### config.mk
export PLATFORM = sky130hd
export DESIGN_NAME = spi_diag_readout
export DESIGN_NICKNAME = d
export VERILOG_FILES = /design/src/design/diag_readout_pkg.sv /design/src/design/pin_sync.sv /design/src/design/spi_diag_readout.sv
export SDC_FILE = /design/constraint.sdc
export NUM_CORES = 1
export LEC_CHECK = 0
export BUFFER_PORTS_ARGS = -buffer_cell sky130_fd_sc_hd__buf_2
export CAP_MARGIN = 20
export CORE_MARGIN = 5
export CORE_UTILIZATION = 57
export DETAILED_ROUTE_END_ITERATION = 8
export MAX_ROUTING_LAYER = met4
export PLACE_DENSITY = 0.89
export SYNTH_ARGS = -nofsm -noshare
export SYNTH_HDL_FRONTEND = slang
export SYNTH_SLANG_ARGS = --single-unit
### constraint.sdc
create_clock -name clk_in -period 2.4 [get_ports clk_in]
set_input_delay 0.12 -clock clk_in [delete_from_list [all_inputs] [get_ports clk_in]]
set_output_delay 0.12 -clock clk_in [all_outputs]
set_load 0.05 [all_outputs]
### src/design/diag_readout_pkg.sv
package diag_readout_pkg;

  // frame geometry
  localparam int unsigned FRAME_BITS    = 16;
  localparam int unsigned BANK_CHANNELS = 8;
  localparam int unsigned CHANNELS      = 16;
  localparam logic [3:0]  BIT_CNT_RST   = 4'h0;
  localparam logic [3:0]  BIT_CNT_LAST  = 4'hF;

  // control byte codes
  localparam logic [7:0] CMD_DIAG_LO  = 8'h00;
  localparam logic [7:0] CMD_DIAG_HI  = 8'h0F;
  localparam logic [7:0] CMD_READ_LO  = 8'hC0;
  localparam logic [7:0] CMD_READ_HI  = 8'hCF;
  localparam logic [7:0] CMD_ECHO_LO  = 8'hA0;
  localparam logic [7:0] CMD_ECHO_HI  = 8'hAF;

  // two-bit channel status codes
  localparam logic [1:0] STAT_OK      = 2'h3;
  localparam logic [1:0] STAT_OVLD    = 2'h2;
  localparam logic [1:0] STAT_OPEN    = 2'h1;
  localparam logic [1:0] STAT_SHORT   = 2'h0;

  localparam logic [15:0] WORD_RST    = 16'h0000;

  // response prepared for the next frame
  typedef enum logic [3:0] {
    RSP_NONE = 4'b0001,
    RSP_DIAG = 4'b0010,
    RSP_READ = 4'b0100,
    RSP_ECHO = 4'b1000
  } rsp_e;

  // serial pins, before or after synchronisation
  typedef struct packed {
    logic cs_n;
    logic sclk;
    logic si;
  } spi_pins_s;

  // one channel's fault state from the power stage
  typedef struct packed {
    logic ovld;
    logic open_load;
    logic short_gnd;
  } chan_fault_s;

endpackage

### src/design/pin_sync.sv
`timescale 1ns/1ps
module pin_sync
  import diag_readout_pkg::*;
(
  input  wire logic                     clk_in,   // core clock
  input  wire logic                     rst_in,   // sync reset
  input  wire logic                     ce_in,    // clock enable
  input  wire diag_readout_pkg::spi_pins_s raw_in, // asynchronous pins
  output      diag_readout_pkg::spi_pins_s sync_out // synchronised pins
);
  spi_pins_s meta_ff;
  spi_pins_s nxt_meta;
  spi_pins_s sync_ff;
  spi_pins_s nxt_sync;

  // two flops; first one feeds only the second
  always_comb
  begin
    nxt_meta = meta_ff;
    nxt_sync = sync_ff;
    if (ce_in)
    begin
      nxt_meta = raw_in;
      nxt_sync = meta_ff;
    end
  end

  // chip select idles high so reset to inactive
  always_ff @(posedge clk_in)
  begin
    if (rst_in)
    begin
      meta_ff <= '{cs_n: 1'b1, sclk: 1'b0, si: 1'b0};
      sync_ff <= '{cs_n: 1'b1, sclk: 1'b0, si: 1'b0};
    end
    else
    begin
      meta_ff <= nxt_meta;
      sync_ff <= nxt_sync;
    end
  end

  assign sync_out = sync_ff;
endmodule

### src/design/spi_diag_readout.sv
`timescale 1ns/1ps
module spi_diag_readout
  import diag_readout_pkg::*;
(
  input  wire logic                        clk_in,     // 250 MHz core clock
  input  wire logic                        rst_in,     // sync reset, active high
  input  wire logic                        ce_in,      // clock enable
  input  wire logic                        cs_n_in,    // chip select pin, low active
  input  wire logic                        sclk_in,    // serial clock pin from host
  input  wire logic                        si_in,      // serial data in pin
  input  wire logic [15:0]                 par_in,     // parallel input levels, channel 1 at bit 0
  input  wire diag_readout_pkg::chan_fault_s [15:0] fault_in, // live fault state per channel
  output      logic                        so_out,     // serial data out
  output      logic                        so_oe_n_out,// so enable, low while driving
  output      logic                        outputs_hold_out // high: command changes no output
);
  ////////////////////////////////////////////////////////////////////////////////
  spi_pins_s raw;
  spi_pins_s pins;
  assign raw = '{cs_n: cs_n_in, sclk: sclk_in, si: si_in};

  pin_sync u_sync (
    .clk_in   (clk_in),
    .rst_in   (rst_in),
    .ce_in    (ce_in),
    .raw_in   (raw),
    .sync_out (pins)
  );

  ////////////////////////////////////////////////////////////////////////////////
  // edge detection on synchronised pins (second stage only)
  logic cs_d_ff, sclk_d_ff;
  logic nxt_cs_d, nxt_sclk_d;
  logic cs_fall, cs_rise, sclk_rise, sclk_fall, active;

  assign cs_fall   = cs_d_ff & ~pins.cs_n;
  assign cs_rise   = ~cs_d_ff & pins.cs_n;
  assign sclk_rise = ~sclk_d_ff & pins.sclk & ~pins.cs_n;
  assign sclk_fall = sclk_d_ff & ~pins.sclk & ~pins.cs_n;
  assign active    = ~pins.cs_n;

  always_comb
  begin
    nxt_cs_d   = ce_in ? pins.cs_n : cs_d_ff;
    nxt_sclk_d = ce_in ? pins.sclk : sclk_d_ff;
  end

  always_ff @(posedge clk_in)
  begin
    if (rst_in)
    begin
      cs_d_ff   <= 1'b1;
      sclk_d_ff <= 1'b0;
    end
    else
    begin
      cs_d_ff   <= nxt_cs_d;
      sclk_d_ff <= nxt_sclk_d;
    end
  end

  ////////////////////////////////////////////////////////////////////////////////
  // status helpers
  function automatic logic [1:0] stat_code(input chan_fault_s f);
    if (f.short_gnd)      stat_code = STAT_SHORT;
    else if (f.open_load) stat_code = STAT_OPEN;
    else if (f.ovld)      stat_code = STAT_OVLD;
    else                  stat_code = STAT_OK;
  endfunction

  function automatic logic any_fault(input logic [1:0] code);
    any_fault = (code != STAT_OK);
  endfunction

  ////////////////////////////////////////////////////////////////////////////////
  // diagnosis register: latched faults, cleared per bank after read-out
  logic [1:0] diag_ff [CHANNELS];
  logic [1:0] nxt_diag [CHANNELS];
  logic       clr_lo, clr_hi;

  always_comb
  begin
    for (int i = 0; i < CHANNELS; i++)
    begin
      nxt_diag[i] = diag_ff[i];
      if (ce_in)
      begin
        if ((i < BANK_CHANNELS) ? clr_lo : clr_hi)
          nxt_diag[i] = STAT_OK;
        // a fault present in the clear cycle wins over the clear
        if (stat_code(fault_in[i]) != STAT_OK)
          nxt_diag[i] = stat_code(fault_in[i]);
      end
    end
  end

  always_ff @(posedge clk_in)
  begin
    for (int i = 0; i < CHANNELS; i++)
      diag_ff[i] <= rst_in ? STAT_OK : nxt_diag[i];
  end

  ////////////////////////////////////////////////////////////////////////////////
  // frame engine
  logic [15:0] rx_ff, nxt_rx;
  logic [15:0] tx_ff, nxt_tx;
  logic [3:0]  cnt_ff, nxt_cnt;
  logic        full_ff, nxt_full;
  rsp_e        rsp_ff, nxt_rsp;      // response for the current frame
  logic        hi_ff, nxt_hi;        // bank of the current response
  logic        so_ff, nxt_so;
  logic        hold_ff, nxt_hold;
  logic [7:0]  ctrl;
  logic [15:0] diag_word, read_word;

  assign ctrl = nxt_rx[15:8];

  // build candidate words for the selected bank
  always_comb
  begin
    diag_word = WORD_RST;
    read_word = WORD_RST;
    for (int k = 0; k < BANK_CHANNELS; k++)
    begin
      diag_word[2*k +: 2] = diag_ff[k + (ctrl[0] ? BANK_CHANNELS : 0)];
      read_word[8 + k]    = par_in[k + (ctrl[0] ? BANK_CHANNELS : 0)];
      read_word[k]        = ~any_fault(diag_ff[k + (ctrl[0] ? BANK_CHANNELS : 0)]);
    end
  end

  always_comb
  begin
    nxt_rx   = rx_ff;
    nxt_tx   = tx_ff;
    nxt_cnt  = cnt_ff;
    nxt_full = full_ff;
    nxt_rsp  = rsp_ff;
    nxt_hi   = hi_ff;
    nxt_so   = so_ff;
    nxt_hold = hold_ff;
    clr_lo   = 1'b0;
    clr_hi   = 1'b0;
    if (ce_in)
    begin
      if (cs_fall)
      begin
        nxt_cnt  = BIT_CNT_RST;
        nxt_full = 1'b0;
        nxt_so   = tx_ff[15];
      end
      if (sclk_rise)
      begin
        nxt_rx   = {rx_ff[14:0], pins.si};
        nxt_cnt  = cnt_ff + 4'h1;
        nxt_full = full_ff | (cnt_ff == BIT_CNT_LAST);
      end
      if (sclk_fall)
      begin
        nxt_tx = {tx_ff[14:0], 1'b0};
        nxt_so = tx_ff[14];
      end
      if (rsp_ff == RSP_ECHO && active)
        nxt_so = pins.si;
      if (cs_rise)
      begin
        nxt_rsp  = RSP_NONE;
        nxt_tx   = WORD_RST;
        nxt_hi   = ctrl[0];
        nxt_hold = 1'b0;
        // a previous echo frame triggers no processing
        if (full_ff && rsp_ff != RSP_ECHO)
        begin
          unique case (ctrl)
            CMD_DIAG_LO, CMD_DIAG_HI:
            begin
              nxt_rsp  = RSP_DIAG;
              nxt_tx   = diag_word;
              clr_lo   = ~ctrl[0];            // captured now, later faults wait
              clr_hi   = ctrl[0];
              nxt_hold = 1'b1;
            end
            CMD_READ_LO, CMD_READ_HI:
            begin
              nxt_rsp  = RSP_READ;
              nxt_tx   = read_word;
              nxt_hold = 1'b1;
            end
            CMD_ECHO_LO, CMD_ECHO_HI:
            begin
              nxt_rsp  = RSP_ECHO;
              nxt_hold = 1'b1;
            end
            default:
              nxt_hold = 1'b0;
          endcase
        end
      end
    end
  end

  always_ff @(posedge clk_in)
  begin
    if (rst_in)
    begin
      rx_ff   <= WORD_RST;
      tx_ff   <= WORD_RST;
      cnt_ff  <= BIT_CNT_RST;
      full_ff <= 1'b0;
      rsp_ff  <= RSP_NONE;
      hi_ff   <= 1'b0;
      so_ff   <= 1'b0;
      hold_ff <= 1'b0;
    end
    else
    begin
      rx_ff   <= nxt_rx;
      tx_ff   <= nxt_tx;
      cnt_ff  <= nxt_cnt;
      full_ff <= nxt_full;
      rsp_ff  <= nxt_rsp;
      hi_ff   <= nxt_hi;
      so_ff   <= nxt_so;
      hold_ff <= nxt_hold;
    end
  end

  assign so_out           = so_ff;
  assign so_oe_n_out      = pins.cs_n;     // drive only inside a frame
  assign outputs_hold_out = hold_ff;
endmodule

==> summary.md <==
| Metric | Value |
|---|---|
| Hold Path Stages | 3 |
| Drt pass-1 iters | 6 |
| # IOs | 73 |
| Crit. End Element | register |
| Final WL | 10600 microns |
| First-pass GRT wire length | 17200 microns |
| RSZ-0062 raised after global routing | no |
| FMAX | 430 MHz |
| Post-synth ARST share | 0 |
| Peak VDD IR | 425 uV |
| Crit start category | register |
| Routed Antenna Nets | 0 |
| Clock transition at the registers of the reported paths | 0.09 ns |
| Synth warn | 0 |
| Max-capacitance violation count | 0 |
| Overall die area | 9770 sq um |
| Placed Area | 4960 sq um |
| Vias post-DR | 3871 |
| Core area | 7690 sq um |
| Synthesis-stage register bit count | 83 |
| # DRC | 0 |
| Status | complete, no violations |
| Post-Syn Instances | 463 |
| Rel. slew slack | 0.574 |
| Most common cell after layout, fill and taps aside | buf_2 |
| CTS Buffer Depth | 2 |
| Synth Net Count | 534 |
| Inserted Clock Buffers | 9 |
| Leakage | 2.02 nW |
| Initial core utilization | 0.585 |
| Most frequent cells in the layout | buf_2 (72), nand2_1 (69), dfxtp_1 (50), o21bai_1 (32), edfxtp_1 (32) |
| Clk_lat worst skew | 0.35 ns |
| Hpwl dp | 7420 microns |
| Sw Pwr | 0.754 mW |
| Reg2Reg Depth | 5 |
| Post-CTS Setup Inserts | 0 |
| Sw Ratio | 0.256 |
| CP arrival | 2.39 ns |
| Row count | 32 |
| TritonCTS clock tree | built |
| Drt via density | 6.07 |
| Gr usage total | 0.221 |
| Tmin final | 2.33 ns |
| Period Utilization, post-route | 0.970 |
| P_int | 2.19 mW |
| Utilization after layout | 0.676 |
| Port-buffer cells | 72 |
| Post-route cell area | 5200 sq um |
| H-tree depth | 3 |
| Worst Hold End | u_sync.meta_ff[0]$_SDFFE_PP0P_ |
| Initial DRC Count | 357 |
| Comb pwr share | 0.115 |
| Reg2Reg Capture Point | diag_ff[7][0]$_SDFFCE_PP1P_ |
| Sequential share of the synthesized area | 0.441 |
| RePlAce Congestion | 0.907 |
| Crit path max fanout | 9 |
| Avg WL per Cell | 16.6 microns |
| Setup-failing EPs final | 0 |
| Worst hold start | si_in |
| Share of post-route cells with drive strength above 1 | 0.243 |
| Hold Path Class | in2reg |
| P&R area growth vs syn | 15.6% |
| Post-Syn Area | 4500 sq um |
| R2r startpoint | rsp_ff[1]$_SDFFE_PP0P_ |
| Largest net degree at the start of global routing | 41 |
| Setup CP Type | reg2reg |
| Clock power frac | 0.345 |
| Final slew viol count | 0 |
| Final hold violations | 0 |
| Worst reg2reg setup slack | 0.07 ns |
| Yosys cell types | 51 |
| ANT cells | 0 |
| CTS sink cnt | 83 |
| Critical path required time | 2.46 ns |
| Nets@finish | 602 |
| Main synth FF type | dfxtp_1 |
| Power Density | 567 nW/um^2 |
| Antenna violations before repair | 0 |
| Post-synth EDFFs | 32 |
| Vias in the first global route | 3792 |
| Die X | 98.8 microns |
| Worst-margin pin slew | 0.640 ns |
| Mean post-synth cell area | 9.71 sq um |
| Sequential power share | 0.540 |
| Grt ovf | 0 |
| Skew final | 0.00536 ns |
| Chip height | 98.8 microns |
| CTS root buffer | clkbuf_8 |
## layer usage
layer  routed length, microns  track usage  vias to the layer above
li1                         -            -                     1844
met1                     4190        0.266                     1828
met4                      252       0.0966                        0
met3                      788       0.0396                       31
met5                        0            -                        -
met2                     5360        0.364                      168
## Yosys cell counts (all sizes together) (2+ instances only)
| master | count | area, sq um |
|---|---|---|
| buf | 12 | 78.8 |
| nand2 | 69 | 259 |
| a22oi | 2 | 15.0 |
| a21oi | 25 | 125 |
| nand4b | 2 | 17.5 |
| o31ai | 17 | 128 |
| clkbuf | 19 | 71.3 |
| o21ai | 3 | 15.0 |
| a221oi | 15 | 131 |
| dfxtp | 51 | 1020 |
| a211o | 3 | 26.3 |
| o21bai | 32 | 240 |
| and3 | 2 | 12.5 |
| a31oi | 2 | 18.8 |
| o21a | 15 | 113 |
| nand3 | 3 | 15.0 |
| nor2b | 24 | 150 |
| nand3b | 7 | 52.6 |
| nand4 | 2 | 12.5 |
| nand4bb | 2 | 22.5 |
| mux2i | 16 | 173 |
| inv | 17 | 63.8 |
| edfxtp | 32 | 961 |
| mux2 | 24 | 270 |
| a2111oi | 15 | 205 |
| nor3 | 4 | 20.0 |
| nor4 | 4 | 25.0 |
| nor2 | 27 | 101 |
| a21o | 2 | 15.0 |
## layout make-up
type | count | area, sq um
clock buffers | 9 | 124
clock inverters | 7 | 73.8
fillers | 569 | 2490
inverters | 17 | 63.8
well taps | 102 | 128
multi-input cells | 332 | 2330
repair buffers | 88 | 495
flip-flops and latches | 83 | 1980
## stage by stage
step           TNS (ns)  setup slack [ns]  std cells  power [mW]  hold WS, ns
2_1_floorplan         0             0.161        463        1.81        0.242
4_1_cts               0             0.117        638        2.94       0.0269
3_3_place_gp      -1.20           -0.0796        621        1.93        0.326
6_report              0            0.0731        638        2.95       0.0185
3_5_place_dp      -3.61            -0.248        621        1.95        0.336
5_1_grt               0            0.0124        638        3.05       0.0388
## what timing repair did
item,4_1_cts,5_1_grt
setup endpoints to repair,28,1
gates resized for setup,3,1
hold buffers,1,0
hold endpoints to repair,1,0
## kinds of logic (layout without fill, tap and decap cells)
logic type	Yosys count	after routing	synth area share
adders and majority gates	1	1	0.00278
muxes	40	40	0.0985
and+or+nand+nor	154	154	0.169
buffers and inverters	48	121	0.0476
xor gates and xnor gates	2	2	0.00390
DFF	83	83	0.441
AOI/OAI and AO/OA	135	135	0.238
## power by group through the flow
| stage | Sequential (mW) | Clock, mW | Combinational [mW] |
|---|---|---|---|
| after floorplan | 1.61 | 0 | 0.199 |
| after global placement | 1.61 | 0 | 0.313 |
| after detailed placement | 1.62 | 0 | 0.331 |
| after CTS | 1.59 | 1.02 | 0.337 |
| after global routing | 1.60 | 1.08 | 0.370 |
| final | 1.59 | 1.02 | 0.339 |
## worst max-delay path, cell delays in order, from the launching register on
cell     delay (ns)
dfxtp_1        0.39
nor4b_4        0.10
or4b_2         0.62
a21oi_1        0.37
a31oi_2        0.34
nand2_1        0.21
## flip-flops by register name (all words and copies together), names as in the netlist
signal and flops:
diag_ff 32, rx_ff 16, tx_ff 16, cnt_ff 4, rsp_ff 4, u_sync.meta_ff 3, u_sync.sync_out 3, cs_d_ff 1
full_ff 1, outputs_hold_out 1, sclk_d_ff 1, so_out 1
## how the worst max path moves through the flow
stage	slack [ns]	cells after the start	start	endpoint
floorplan	0.16	8	u_sync.sync_out[2]$_SDFFE_PP1P_	diag_ff[0][0]$_SDFFCE_PP1P_
global placement	-0.08	5	rsp_ff[2]$_SDFFE_PP0P_	diag_ff[0][0]$_SDFFCE_PP1P_
detailed placement	-0.25	5	rsp_ff[2]$_SDFFE_PP0P_	diag_ff[5][0]$_SDFFCE_PP1P_
CTS	0.12	5	rsp_ff[1]$_SDFFE_PP0P_	diag_ff[5][0]$_SDFFCE_PP1P_
global route	0.01	5	rsp_ff[1]$_SDFFE_PP0P_	diag_ff[0][1]$_SDFFCE_PP1P_
finish	0.07	5	rsp_ff[1]$_SDFFE_PP0P_	diag_ff[7][0]$_SDFFCE_PP1P_
No activity file was read; power rests on OpenSTA's default activity.
